`config.mk`:
```
export PLATFORM = sky130hd
export DESIGN_NAME = cpu_register_bank
export DESIGN_NICKNAME = d
export VERILOG_FILES = /design/src/logic/cpu_bank_pkg.sv /design/src/logic/bit_ea_calc.sv /design/src/logic/cpu_register_bank.sv
export SDC_FILE = /design/constraint.sdc
export NUM_CORES = 1
export LEC_CHECK = 0
export BUFFER_PORTS_ARGS = -buffer_cell sky130_fd_sc_hd__buf_4
export CAP_MARGIN = 0
export CORE_UTILIZATION = 50
export CTS_BUF_LIST = sky130_fd_sc_hd__clkbuf_8
export DETAILED_ROUTE_END_ITERATION = 10
export PLACE_DENSITY = 0.71
export SLEW_MARGIN = 20
export SYNTH_ARGS = -nofsm -noshare
export SYNTH_HDL_FRONTEND = slang
export SYNTH_SLANG_ARGS = --single-unit
```
`constraint.sdc`:
```
create_clock -name clk_sys_in -period 8.96 [get_ports clk_sys_in]
set_input_delay 1.344 -clock clk_sys_in [delete_from_list [all_inputs] [get_ports clk_sys_in]]
set_output_delay 1.344 -clock clk_sys_in [all_outputs]
set_load 0.01 [all_outputs]
```
`src/logic/cpu_bank_pkg.sv`:
```
package cpu_bank_pkg;
	localparam int unsigned DATA_W = 16;
	localparam int unsigned VEC_W = 20;
	localparam int unsigned BANK_FLAG_BIT = 4;
	localparam logic [15:0] RESET_WORD = 16'h0000;
	localparam logic [19:0] RESET_VEC_BASE = 20'h00000;
	localparam logic [19:0] SPECIAL_PAGE_BASE = 20'hffe00;
	localparam logic [19:0] SPECIAL_PAGE_LAST = 20'hfffdb;
	localparam logic [19:0] FIXED_INT_BASE = 20'hfffdc;
	localparam logic [7:0] SPECIAL_PAGE_MIN = 8'h12;
	localparam logic [8:0] VAR_TABLE_BYTES = 9'h100;
	localparam logic [19:0] BIT_LIMIT_ABS = 20'h01fff;
	localparam logic [19:0] BIT_LIMIT_SB8 = 20'h0001f;
	localparam logic [19:0] BIT_LIMIT_SB11 = 20'h000ff;
	localparam logic [19:0] BIT_LIMIT_DSP8 = 20'h020fe;
	localparam logic [19:0] BIT_LIMIT_16 = 20'h0ffff;
	localparam logic [19:0] FB_LOW_SPAN = 20'h00010;
	localparam logic [19:0] FB_HIGH_SPAN = 20'h0000f;

	typedef enum logic [2:0] {
		REG_DATA0, REG_DATA1, REG_DATA2, REG_DATA3, REG_ADDR0, REG_ADDR1, REG_FRAME
	} bank_reg_e;

	typedef enum logic [2:0] {
		CTL_USP, CTL_ISP, CTL_SB, CTL_FLG, CTL_VTB_LO, CTL_VTB_HI
	} ctl_reg_e;

	// bit operand addressing forms
	typedef enum logic [3:0] {
		BIT_REG, BIT_ABS16, BIT_SB8, BIT_SB11, BIT_SB16, BIT_FB8, BIT_IND, BIT_DSP8, BIT_DSP16
	} bit_mode_e;

	typedef enum logic [1:0] {FMT_GENERIC, FMT_QUICK, FMT_SHORT, FMT_ZERO} fmt_e;

	typedef struct packed {
		logic [15:0] data0;
		logic [15:0] data1;
		logic [15:0] data2;
		logic [15:0] data3;
		logic [15:0] addr0;
		logic [15:0] addr1;
		logic [15:0] frame;
	} bank_s;

	typedef struct packed {
		bank_s bank0;
		bank_s bank1;
		logic [15:0] user_stack_pointer;
		logic [15:0] interrupt_stack_pointer;
		logic [15:0] sb;
		logic [15:0] flag_word;
		logic [19:0] vtb;
	} regs_s;

	typedef struct packed {
		logic valid;
		logic [1:0] kind;
		logic [2:0] idx;
		logic [15:0] data;
	} wr_s;

	typedef struct packed {
		logic [19:0] byte_addr;
		logic [2:0] bit_pos;
		logic in_range;
	} bit_ea_s;
endpackage

```
`src/logic/bit_ea_calc.sv`:
```
`timescale 1ns/1ns
`default_nettype none
// combinational effective-address unit for bit operands
module bit_ea_calc (
	input wire cpu_bank_pkg::bit_mode_e mode_in,
	input wire logic [15:0] bit_field_in,
	input wire logic [15:0] disp_in,
	input wire logic [15:0] base_reg_in,
	input wire logic [15:0] areg_in,
	output cpu_bank_pkg::bit_ea_s ea_out
);
	import cpu_bank_pkg::*;
	logic [19:0] ref_addr;
	logic [19:0] bit_off;
	logic [19:0] lo_lim;
	logic [19:0] hi_lim;
	logic [19:0] target;

	// pick reference byte and bit offset per form
	always_comb begin
		ref_addr = 20'h00000;
		bit_off = {4'h0, bit_field_in};
		lo_lim = 20'h00000;
		hi_lim = BIT_LIMIT_16;
		unique case (mode_in)
			BIT_REG: begin
				bit_off = {16'h0000, bit_field_in[3:0]}; // RULE_06
				hi_lim = 20'h00001;
			end
			BIT_ABS16: begin
				ref_addr = {4'h0, disp_in}; // RULE_07
				hi_lim = BIT_LIMIT_ABS;
			end
			BIT_SB8, BIT_SB11, BIT_SB16, BIT_FB8: begin
				// RULE_08: displacement sign-extended only for the frame form
				if (mode_in == BIT_FB8) begin
					ref_addr = 20'({4'h0, base_reg_in} + {{12{disp_in[7]}}, disp_in[7:0]});
					lo_lim = 20'({4'h0, base_reg_in} - FB_LOW_SPAN);
					hi_lim = 20'({4'h0, base_reg_in} + FB_HIGH_SPAN);
				end else begin
					ref_addr = 20'({4'h0, base_reg_in} + {4'h0, disp_in});
					lo_lim = {4'h0, base_reg_in};
					hi_lim = 20'({4'h0, base_reg_in} + ((mode_in == BIT_SB8) ? BIT_LIMIT_SB8 :
						(mode_in == BIT_SB11) ? BIT_LIMIT_SB11 : BIT_LIMIT_ABS));
				end
			end
			BIT_IND: begin
				bit_off = {4'h0, areg_in}; // RULE_09
				hi_lim = BIT_LIMIT_ABS;
			end
			BIT_DSP8: begin
				ref_addr = {12'h000, disp_in[7:0]}; // RULE_10
				bit_off = {4'h0, areg_in};
				hi_lim = BIT_LIMIT_DSP8; // RULE_12
			end
			default: begin
				ref_addr = {4'h0, disp_in}; // RULE_10
				bit_off = {4'h0, areg_in};
				hi_lim = BIT_LIMIT_16; // RULE_12
			end
		endcase
		target = 20'(ref_addr + {3'h0, bit_off[19:3]}); // RULE_07
	end

	assign ea_out.byte_addr = target;
	assign ea_out.bit_pos = bit_off[2:0];
	// register form is always in range; memory forms are checked against range
	assign ea_out.in_range = (mode_in == BIT_REG) ? 1'b1 :
		((target >= lo_lim) && (target <= hi_lim) && (target <= BIT_LIMIT_16)); // RULE_12
endmodule
`default_nettype wire

```
`src/logic/cpu_register_bank.sv`:
```
// Function
// RULE_01 - two banks of four data, two address, frame
// RULE_02 - flag word bit 4 picks the bank
// RULE_03 - all registers and table base reset to zero
// RULE_04 - signed values in two's complement
// RULE_05 - decimal add/subtract on packed BCD bytes/words
// RULE_06 - register bit numbers 0 to 15 only
// RULE_07 - memory bits form one continuous array
// RULE_08 - base register plus displacement is bit zero
// RULE_09 - indirect bit counts from address zero
// RULE_10 - relative bit counts from displacement address
// RULE_11 - software keeps bit operands within limits
// RULE_12 - bit access ranges bounded by form
// RULE_13 - strings are runs of bytes or words
// RULE_14 - generic form: two-byte opcode, 0-3 operand bytes
// RULE_15 - quick form: embedded small immediate, 0-2 bytes
// RULE_16 - short form: one-byte opcode, 0-2 each
// RULE_17 - zero form: implied zero immediate
// RULE_18 - special page entries at fixed table
// RULE_19 - fixed interrupt vectors from top area
// RULE_20 - operand sizes nibble, byte, word, long
// RULE_21 - relocatable table of 256 bytes at base
// RULE_22 - multi-byte values stored low byte first
`timescale 1ns/1ns
`default_nettype none
module cpu_register_bank (
	input wire logic clk_sys_in,
	input wire logic reset_n_in,
	input wire cpu_bank_pkg::wr_s wr_in,
	input wire cpu_bank_pkg::bank_reg_e rd_sel_in,
	input wire logic [1:0] rd_size_in,
	input wire cpu_bank_pkg::bit_mode_e bit_mode_in,
	input wire logic [15:0] bit_field_in,
	input wire logic [15:0] disp_in,
	input wire logic bit_base_fb_in,
	input wire logic [2:0] bit_reg_sel_in,
	input wire logic dec_valid_in,
	input wire logic dec_sub_in,
	input wire logic dec_word_in,
	input wire logic dec_carry_in,
	input wire logic [15:0] dec_a_in,
	input wire logic [15:0] dec_b_in,
	input wire logic [15:0] opcode_in,
	input wire logic [7:0] page_in,
	input wire logic [5:0] int_num_in,
	input wire logic [4:0] fixed_num_in,
	input wire logic str_word_in,
	input wire logic str_back_in,
	input wire logic [15:0] str_addr_in,
	output logic [15:0] rd_data_out,
	output logic rd_negative_out,
	output logic [31:0] long_data_out,
	output logic active_bank_out,
	output logic [15:0] flag_word_out,
	output logic [15:0] static_base_out,
	output logic [15:0] stack_pointer_out,
	output logic [19:0] vector_table_base_out,
	output cpu_bank_pkg::bit_ea_s bit_ea_out,
	output logic bit_value_out,
	output logic [15:0] dec_result_out,
	output logic dec_carry_out,
	output cpu_bank_pkg::fmt_e fmt_out,
	output logic [2:0] src_len_max_out,
	output logic [2:0] dst_len_max_out,
	output logic signed [4:0] quick_imm_out,
	output logic [19:0] page_entry_addr_out,
	output logic page_valid_out,
	output logic [19:0] int_vec_addr_out,
	output logic [19:0] fixed_vec_addr_out,
	output logic [15:0] str_next_addr_out
);
	import cpu_bank_pkg::*;

	typedef struct packed {
		regs_s regs;
		logic [15:0] dec_result;
		logic dec_carry;
	} state_s;

	state_s state_reg;
	state_s state_next;
	bank_s act_bank;
	logic [15:0] bank_word;
	logic [15:0] bit_areg;
	logic [15:0] dec_sum;
	logic dec_c;

	// active bank follows the flag word bank bit
	assign active_bank_out = state_reg.regs.flag_word[BANK_FLAG_BIT]; // RULE_02
	assign act_bank = active_bank_out ? state_reg.regs.bank1 : state_reg.regs.bank0; // RULE_01

	// read mux over the active bank
	always_comb begin
		unique case (rd_sel_in)
			REG_DATA0: bank_word = act_bank.data0;
			REG_DATA1: bank_word = act_bank.data1;
			REG_DATA2: bank_word = act_bank.data2;
			REG_DATA3: bank_word = act_bank.data3;
			REG_ADDR0: bank_word = act_bank.addr0;
			REG_ADDR1: bank_word = act_bank.addr1;
			default: bank_word = act_bank.frame;
		endcase
	end

	// operand width: nibble, byte, word; long pairs data2:data0
	always_comb begin
		unique case (rd_size_in)
			2'h0: rd_data_out = {12'h000, bank_word[3:0]}; // RULE_20
			2'h1: rd_data_out = {8'h00, bank_word[7:0]};
			default: rd_data_out = bank_word;
		endcase
	end
	assign long_data_out = {act_bank.data2, act_bank.data0}; // RULE_20
	// sign bit of the selected width under two's complement
	assign rd_negative_out = (rd_size_in == 2'h0) ? bank_word[3] :
		(rd_size_in == 2'h1) ? bank_word[7] : bank_word[15]; // RULE_04

	assign flag_word_out = state_reg.regs.flag_word;
	assign static_base_out = state_reg.regs.sb;
	assign vector_table_base_out = state_reg.regs.vtb;
	// flag word bit 7 selects user stack
	assign stack_pointer_out = state_reg.regs.flag_word[7] ? state_reg.regs.user_stack_pointer : state_reg.regs.interrupt_stack_pointer;

	// bit operand address; address register chosen from the active bank
	assign bit_areg = bit_reg_sel_in[0] ? act_bank.addr1 : act_bank.addr0;
	bit_ea_calc u_bit_ea (
		.mode_in(bit_mode_in),
		.bit_field_in(bit_field_in),
		.disp_in(disp_in),
		.base_reg_in(bit_base_fb_in ? act_bank.frame : state_reg.regs.sb), // RULE_08
		.areg_in(bit_areg),
		.ea_out(bit_ea_out)
	);
	// register bit read, positions 0..15 only
	assign bit_value_out = bank_word[bit_field_in[3:0]]; // RULE_06

	// packed BCD add/subtract, digit by digit with decimal adjust
	always_comb begin
		logic [4:0] d;
		logic c;
		d = 5'h00;
		c = dec_carry_in;
		dec_sum = 16'h0000;
		for (int i = 0; i < 4; i++) begin
			if (!dec_sub_in) begin
				d = 5'({1'b0, dec_a_in[i*4 +: 4]} + {1'b0, dec_b_in[i*4 +: 4]} + {4'h0, c});
				c = (d > 5'h09);
				if (c) d = 5'(d + 5'h06);
			end else begin
				d = 5'({1'b0, dec_a_in[i*4 +: 4]} - {1'b0, dec_b_in[i*4 +: 4]} - {4'h0, c});
				c = d[4];
				if (c) d = 5'(d - 5'h06);
			end
			dec_sum[i*4 +: 4] = d[3:0]; // RULE_05
			if (i == 1 && !dec_word_in) break;
		end
		dec_c = c;
		if (!dec_word_in) dec_sum[15:8] = 8'h00;
	end
	assign dec_result_out = state_reg.dec_result;
	assign dec_carry_out = state_reg.dec_carry;

	// instruction format lengths from the first opcode byte
	always_comb begin
		quick_imm_out = 5'sh00;
		unique case (opcode_in[15:14])
			2'h0: begin
				fmt_out = FMT_GENERIC; // RULE_14
				src_len_max_out = 3'h3;
				dst_len_max_out = 3'h3;
			end
			2'h1: begin
				fmt_out = FMT_QUICK; // RULE_15
				src_len_max_out = 3'h0;
				dst_len_max_out = 3'h2;
				// one range is -8..+7, the other -7..+8
				quick_imm_out = opcode_in[13] ?
					5'(signed'({opcode_in[3], opcode_in[3:0]})) :
					5'(signed'({opcode_in[3], opcode_in[3:0]}) + 5'sh01);
			end
			2'h2: begin
				fmt_out = FMT_SHORT; // RULE_16
				src_len_max_out = 3'h2;
				dst_len_max_out = 3'h2;
			end
			default: begin
				fmt_out = FMT_ZERO; // RULE_17
				src_len_max_out = 3'h0;
				dst_len_max_out = 3'h2;
			end
		endcase
	end

	// vector addresses: special pages count back from the table top
	assign page_valid_out = (page_in >= SPECIAL_PAGE_MIN); // RULE_18
	assign page_entry_addr_out = 20'(SPECIAL_PAGE_LAST - 20'h00001 -
		{11'h000, (8'hff - page_in), 1'b0}); // RULE_18
	assign int_vec_addr_out = 20'(state_reg.regs.vtb + {12'h000, int_num_in, 2'b00}); // RULE_21
	assign fixed_vec_addr_out = 20'(FIXED_INT_BASE + {13'h0000, fixed_num_in, 2'b00}); // RULE_19

	// string pointer step by element size and direction
	assign str_next_addr_out = str_back_in ?
		16'(str_addr_in - (str_word_in ? 16'h0002 : 16'h0001)) :
		16'(str_addr_in + (str_word_in ? 16'h0002 : 16'h0001)); // RULE_13

	// register writes go to the active bank; results register on decimal ops
	always_comb begin
		bank_s wb;
		wb = active_bank_out ? state_reg.regs.bank1 : state_reg.regs.bank0;
		state_next = state_reg;
		if (wr_in.valid && wr_in.kind == 2'h0) begin
			unique case (bank_reg_e'(wr_in.idx))
				REG_DATA0: wb.data0 = wr_in.data;
				REG_DATA1: wb.data1 = wr_in.data;
				REG_DATA2: wb.data2 = wr_in.data;
				REG_DATA3: wb.data3 = wr_in.data;
				REG_ADDR0: wb.addr0 = wr_in.data;
				REG_ADDR1: wb.addr1 = wr_in.data;
				default: wb.frame = wr_in.data;
			endcase
			if (active_bank_out) state_next.regs.bank1 = wb; // RULE_01
			else state_next.regs.bank0 = wb;
		end else if (wr_in.valid && wr_in.kind == 2'h1) begin
			unique case (ctl_reg_e'(wr_in.idx))
				CTL_USP: state_next.regs.user_stack_pointer = wr_in.data;
				CTL_ISP: state_next.regs.interrupt_stack_pointer = wr_in.data;
				CTL_SB: state_next.regs.sb = wr_in.data;
				CTL_FLG: state_next.regs.flag_word = {1'b0, wr_in.data[14:12], 4'h0, wr_in.data[7:0]};
				// table base written low word first, then top nibble
				CTL_VTB_LO: state_next.regs.vtb[15:0] = wr_in.data; // RULE_22
				default: state_next.regs.vtb[19:16] = wr_in.data[3:0];
			endcase
		end
		if (dec_valid_in) begin
			state_next.dec_result = dec_sum;
			state_next.dec_carry = dec_c;
		end
	end

	always_ff @(posedge clk_sys_in) begin
		if (!reset_n_in) begin
			state_reg <= '0; // RULE_03
			state_reg.regs.flag_word <= RESET_WORD;
			state_reg.regs.vtb <= RESET_VEC_BASE;
		end else begin
			state_reg <= state_next;
		end
	end

	bank_flip_a: assert property (@(posedge clk_sys_in) disable iff (!reset_n_in)
		(wr_in.valid && wr_in.kind == 2'h1 && wr_in.idx == 3'(CTL_FLG))
		|=> (active_bank_out == $past(wr_in.data[4]))) // RULE_02
		else $error("bank select does not follow flag write");
	reset_zero_a: assert property (@(posedge clk_sys_in)
		!reset_n_in |=> (flag_word_out == 16'h0000 && vector_table_base_out == 20'h00000
		&& rd_data_out == 16'h0000)) // RULE_03
		else $error("registers not zero after reset");
	bank_isolate_a: assert property (@(posedge clk_sys_in) disable iff (!reset_n_in)
		(wr_in.valid && wr_in.kind == 2'h0 && !active_bank_out)
		|=> $stable(state_reg.regs.bank1)) // RULE_01
		else $error("write leaked into idle bank");
	dec_latch_a: assert property (@(posedge clk_sys_in) disable iff (!reset_n_in)
		(dec_valid_in && !dec_sub_in && !dec_carry_in && dec_a_in == 16'h0009
		&& dec_b_in == 16'h0001 && !dec_word_in) |=> (dec_result_out == 16'h0010)) // RULE_05
		else $error("bcd adjust wrong");
	page_addr_a: assert property (@(posedge clk_sys_in)
		(page_in == 8'hff) |-> (page_entry_addr_out == 20'hfffda)) // RULE_18
		else $error("last special page entry misplaced");
	fixed_vec_a: assert property (@(posedge clk_sys_in)
		(fixed_num_in == 5'h00) |-> (fixed_vec_addr_out == 20'hfffdc)) // RULE_19
		else $error("fixed vector base misplaced");
	// table base is unknown until the first reset edge, so the check waits for reset release
	int_vec_a: assert property (@(posedge clk_sys_in) disable iff (!reset_n_in)
		int_vec_addr_out - vector_table_base_out < 20'h00100) // RULE_21
		else $error("variable vector outside table");
	reg_bit_a: assert property (@(posedge clk_sys_in) (bit_mode_in == BIT_REG)
		|-> (bit_ea_out.bit_pos == bit_field_in[2:0])) // RULE_06
		else $error("register bit position wrong");
	abs_bit_a: assert property (@(posedge clk_sys_in) (bit_mode_in == BIT_ABS16)
		|-> (bit_ea_out.byte_addr == 20'({4'h0, disp_in} + {7'h00, bit_field_in[15:3]}))) // RULE_07
		else $error("absolute bit byte address wrong");
	str_step_a: assert property (@(posedge clk_sys_in) (str_word_in && !str_back_in)
		|-> (str_next_addr_out == 16'(str_addr_in + 16'h0002))) // RULE_13
		else $error("string word step wrong");
	zero_fmt_a: assert property (@(posedge clk_sys_in) (fmt_out == FMT_ZERO)
		|-> (quick_imm_out == 5'sh00 && src_len_max_out == 3'h0)) // RULE_17
		else $error("zero form carries operand");
endmodule
`default_nettype wire

```
=== Yosys cells after proc, flatten, opt, wreduce, memory -nomap -nowiden ===
Cells that the tools add are included.

* Add/subtract/negate cells: 37
* Magnitude comparators: 9
* Equal/unequal tests: 21
* Muxes and demuxes: 53
* Bitwise logic cells: 3
* Reduce and logical (&&, ||, !) cells: 24

{| class="wikitable"
|+ Operators with widths
! cell !! count
|-
| $mux W16 || 11
|-
| $mux W112 || 1
|-
| $mux W20 || 5
|-
| $pmux W16 S6 || 1
|-
| $pmux W20 S4 || 1
|-
| $pmux W16 S2 || 2
|-
| $pmux W20 S3 || 1
|-
| $mux W4 || 12
|-
| $add A16 B20 Y20 || 1
|-
| $add A20 B13 Y20 || 1
|-
| $add A20 B8 Y20 || 1
|-
| $add A4 B4 Y5 || 4
|-
| $add A5 B1 Y5 || 4
|-
| $ge A20 B20 Y1 || 1
|-
| $gt A5 B4 Y1 const B || 4
|-
| $le A20 B16 Y1 const B || 1
|-
| $le A20 B20 Y1 || 1
|-
| $sub A4 B4 Y5 || 4
|-
| $sub A5 B1 Y5 || 4
|-
| $add A17 B8 Y18 || 1
|-
| $reduce_and A3 Y1 || 6
|-
| $add A16 B16 Y17 || 1
|-
| $add A16 B4 Y17 const B || 1
|-
| $sub A16 B5 Y17 const B || 1
|-
| other kinds (36) || 77
|}

* Bits in registers: 320
* Input bits: 158
* Output and inout bits: 250
* Logic and storage cells: 169

=== Longest topological paths before layout ===
* Word-level depth: 16
* Mapped depth: 39
* Gate-level depth less buffers: 39

=== Modules after synthesis ===
A second synthesis with hierarchy kept.

* Cell total of the unflattened synthesis: 2898
* Area total of the unflattened synthesis: 23461.3 um^2

{| class="wikitable"
|+ Modules (own cells, without submodules)
! module !! times used !! cells an instance !! area an instance (um^2)
|-
| cpu_register_bank || 1 || 2323 || 19303.5
|-
| bit_ea_calc || 1 || 575 || 4157.7
|}

=== Worst setup path before layout ===
OpenSTA, ideal clock, no wires.

* Path type: input port to flip-flop
* From: input dec_carry_in
* To: register state_reg (netlist bit dec_result_out[14])
* Arrival time: 8788 ps
* Setup slack: 57 ps
* Stages: 35
* Path buffers: 0
* Path through: fa_1 > fa_1 > xor2_1 > ha_1 > a32oi_1 > a211o_1 > o21a_1 > inv_1 > fa_1 > inv_1 > fa_1 > xor2_1 > ha_1 > o21ai_0 > a311o_1 > o21ai_0 > fa_1 > inv_1 > fa_1 > xor2_1 > and2_1 > o21ai_0 > o21a_1 > inv_1 > fa_1 > inv_1 > fa_1 > inv_1 > ha_1 > a22oi_1 > a211o_1 > mux2i_1 > o21ai_0 > o22ai_1 > and2_1

* Longest elaborated chain between the ends: 15
* Elaborated cells on any way between the ends: 22

{| class="wikitable"
|+ Ends and longest elaborated chain
! item !! line !! text
|-
| from (decl) || cpu_register_bank.sv:40 || <nowiki>input wire logic dec_carry_in,</nowiki>
|-
| $add A5 B1 Y5 || cpu_register_bank.sv:146 || <nowiki>d = 5'({1'b0, dec_a_in[i*4 +: 4]} + {1'b0, dec_b_in[i*4 +: 4]} + {4'h0, c});</nowiki>
|-
| $gt A5 B4 Y1 || cpu_register_bank.sv:147 || <nowiki>c = (d > 5'h09);</nowiki>
|-
| $mux W1 * || cpu_register_bank.sv:145 || <nowiki>if (!dec_sub_in) begin</nowiki>
|-
| $add A5 B1 Y5 || cpu_register_bank.sv:146 ||
|-
| $gt A5 B4 Y1 || cpu_register_bank.sv:147 ||
|-
| $mux W1 * || cpu_register_bank.sv:145 ||
|-
| $add A5 B1 Y5 || cpu_register_bank.sv:146 ||
|-
| $gt A5 B4 Y1 || cpu_register_bank.sv:147 ||
|-
| $mux W1 * || cpu_register_bank.sv:145 ||
|-
| $mux W1 * || cpu_register_bank.sv:144 || <nowiki>for (int i = 0; i < 4; i++) begin</nowiki>
|-
| $add A5 B1 Y5 / $sub A5 B1 Y5 (equally long branches) || cpu_register_bank.sv:146, cpu_register_bank.sv:150 ||
|-
| $add A4 B3 Y4 (tied with other cells) || cpu_register_bank.sv:148 || <nowiki>if (c) d = 5'(d + 5'h06);</nowiki>
|-
| $mux W4, on equally long branches || cpu_register_bank.sv:148, cpu_register_bank.sv:152 ||
|-
| $mux W4 * || cpu_register_bank.sv:145 ||
|-
| $mux W8 * || cpu_register_bank.sv:158 || <nowiki>if (!dec_word_in) dec_sum[15:8] = 8'h00;</nowiki>
|-
| to (signal assigned) || cpu_register_bank.sv:246 || <nowiki>state_reg <= state_next;</nowiki>
|-
| to (decl) || cpu_register_bank.sv:80 || <nowiki>state_s state_reg;</nowiki>
|}

Mark *: on every way between the ends. The rest lies on a longest branch, timed or not. The select of a mux whose other input is x is not followed.
A chain may end at the register's enable or synchronous reset.

==> flow_summary.yaml <==
drt:
  ant_nets: 0
  dr.pass1.iters: 6
  wl_microns: 77500
  drtIter0Drc: 1896
  detail_route.vias_per_cell: 5.70
  drcViolationCount: 0
  wl_per_cell_microns: 19.1
  vias: 23100
placement:
  placed_cells: 3942
  routabilityCongestion: 0.962
  portBuffers: 375
  place_area_sq_um: 26800
  place_hpwl_microns: 56400
grt:
  grt_max_degree: 162
  grt_pass1_vias: 22000
  antenna_found_initial: 2
  grt_pass1_wl_microns: 119000
  grt_remaining_overflow: 0
  grtUsageTotal_pct: 30.1
power:
  p_leak_uw: 0.0124
  p_per_area_nw_per_um2: 140
  vdd_drop_max_mv: 0.129
synth:
  ys.flop_type: "dfxtp_1"
  synthTopCellsByArea: "dfxtp_1 (26%), nand2_1 (8.7%), ha_1 (8.0%)"
  postSynthCellCount: 3188
  netlist_area_sq_um: 24400
  yosysWarnings: 0
  synthArstFlopShare_pct: 0
  yosys.area.top_type: "dfxtp_1"
  synth_edf_count: 0
  syn_avg_cell_area_sq_um: 7.65
  synthDistinctLibCells: 84
  synth_seq_cells: 320
  seq_area_frac_synth_pct: 26.3
  synth.top_cell.area_share_pct: 26.3
sta:
  drv_slew: 0
  finalCriticalPeriod_ns: 8.64
  setup_tns_ns: 0
  rsz0062_at_grt: "no"
  max_slew_margin_pct: 27.6
  fin_skew_ns: 0.0124
  setup_violations: 0
  worst_pin_slew_ns: 1.09
  hold_viol: 0
  fin_crit_sh_pct: 96.4
  clock.fmax_ghz: 0.116
worst_hold_path:
  worstHoldEndpoint: "state_reg[78]"
  hold_path_startpoint: "state_reg[78]"
  hp-class: "reg -> reg"
  min_path_cells: 2
floorplanning:
  rows: 80
  start_util_pct: 50.9
  io-pin-count: 408
  die_y_microns: 223
  fp.dieW_microns: 223
  die_area_sq_um: 49700
  core_area_sq_um: 47900
cts:
  cts.sinks: 320
  cts_tree: "yes"
  clkTransAtPathRegs_ns: 0.06
  clk_latency_ns: 0.64
  cts_buffers: 55
  cts_root_buf: "clkbuf_8"
  hold_buffers: 0
  cts_buffer_depth: 3
  htreeDepth: 2
cells_and_area:
  final_util_pct: 58.7
  multi_input_area_sq_um: 16200
  finalNonFillerCells: 4050
  layout-drive-gt1-share_pct: 18.0
  area_growth_pct: 15.3
  antenna_cells: 0
  fin_area_sq_um: 28100
  mostFrequentLayoutCells: "nand2_1 (565), buf_4 (423), o21ai_0 (378), dfxtp_1 (319), and2_1 (234)"
  layout.area.seq_sq_um: 6410
  n_fill_cell: 4336
  final_common_cell: "nand2_1"
  largest_reg_flops: 256
  layout.nets: 3728
job:
  max-cap-violations: 0
critical_path:
  r2r_cells: 5
  critPathLaunchType: "input pin"
  worst_ep_required_time_ns: 7.62
  timing.rr.end: "state_reg[253]"
  crit-reg2reg-launch: "flag_word_out[4]"
  rrSetupSlack_ns: 5.79
  cp.arrival_ns: 7.29
  worstPathMaxFanout: 13
  crit_type: "in -> out"
  endpoint_kind: "primary output"
run_status:
  status: "completed"
==> Yosys cell counts (12+ instances only) <==
library cell / n
a211oi_1: 24
a21boi_0: 81
a21o_1: 30
a21oi_1: 106
and2_1: 234
and3_1: 13
buf_1: 12
buf_4: 103
clkbuf_1: 166
dfxtp_1: 320
fa_1: 20
ha_1: 157
inv_1: 115
mux2_2: 48
mux2i_1: 148
nand2_1: 567
nand2b_1: 28
nand3_1: 35
nor2_1: 140
nor2b_1: 38
nor3_1: 29
o211ai_1: 14
o21a_1: 13
o21ai_0: 378
o21ai_1: 13
o21bai_1: 15
o22ai_1: 17
or3_1: 12
xnor2_1: 95
xor2_1: 37
==> routing by layer <==
| layer | vias to the layer above | wire length (microns) | track usage (%) | share of wire [%] |
|---|---|---|---|---|
| li1 | 11200 | - | - | - |
| met1 | 11000 | 33000 | 38.7 | 43 |
| met2 | 803 | 36100 | 49.9 | 47 |
| met3 | 159 | 5390 | 4.89 | 7.0 |
| met4 | 0 | 3030 | 12.9 | 3.9 |
| met5 | - | 0 | 0 | 0 |
==> power breakdown <==
part / internal (uW) / total, uW / switching [uW]
Combinational: 499 / 1150 / 648
Sequential: 1440 / 1450 / 12.1
Clock: 730 / 1350 / 621
==> kinds of logic after synthesis <==
family / synth area share (%)
multiplexers: 9.41
XOR/XNOR: 4.74
flip-flops: 26.3
AO/OA/AOI/OAI: 19.5
buffers and inverters: 8.29
adder cells (fa/ha/maj): 9.69
other: 0.0308
AND/OR/NAND/NOR: 22.0
==> through the flow <==
stage / power [uW] / hold WS (ns) / setup WS, ns
2_1_floorplan: 2220 / 0.440 / 0.0567
3_3_place_gp: 2580 / 0.450 / -0.120
3_5_place_dp: 2610 / 0.458 / -0.408
4_1_cts: 3960 / 0.466 / 0.0739
5_1_grt: 4150 / 0.485 / 0.00121
6_report: 3950 / 0.465 / 0.323
==> critical path: stages <==
cell       delay (ns)
buf_4            0.17
nor2_1           0.15
a21o_4           0.14
inv_2            0.05
ha_1             0.23
fa_1             0.44
a21o_1           0.24
a221o_1          0.37
o311ai_2         0.35
a21oi_1          0.17
a311oi_1         0.26
a21oi_1          0.06
o21ai_0          0.19
ha_1             0.25
nor3_1           0.07
a31oi_1          0.28
a31oi_1          0.18
o21bai_2         0.25
nor3_2           0.19
xnor2_1          0.13
ha_1             0.34
nand3_1          0.09
nor3_1           0.24
o21ai_0          0.13
o2bb2ai_1        0.17
or4_1            0.41
o211ai_1         0.22
buf_4            0.16
==> area by class of cell <==
class | instances | area share (%)
Clock buffer | 70 | 3.42
Multi-Input combinational cell | 2471 | 57.5
Tap cell | 615 | 2.73
Timing Repair Buffer | 427 | 11.4
Clock inverter | 29 | 0.565
Inverter | 118 | 1.57
Sequential cell | 320 | 22.8
==> how the worst max path moves through the flow <==
stage | start | slack [ns] | endpoint | depth (start not counted)
2_1_floorplan | dec_carry_in | 0.06 | dec_result_out[14] | 35
3_3_place_gp | dec_carry_in | -0.12 | dec_result_out[14] | 37
3_5_place_dp | dec_carry_in | -0.41 | dec_result_out[13] | 40
4_1_cts | flag_word_out[4] | 0.07 | bit_ea_out[0] | 27
5_1_grt | flag_word_out[4] | 0.001 | bit_ea_out[0] | 24
6_report | bit_base_fb_in | 0.32 | bit_ea_out[0] | 28
==> timing repair <==
item	4_1_cts	5_1_grt
setup buffers	0	9
endpoints found under the hold margin	0	0
gates resized for setup	0	18
endpoints found under the setup margin	0	5
Note: power is estimated with default switching activity, not from simulation.
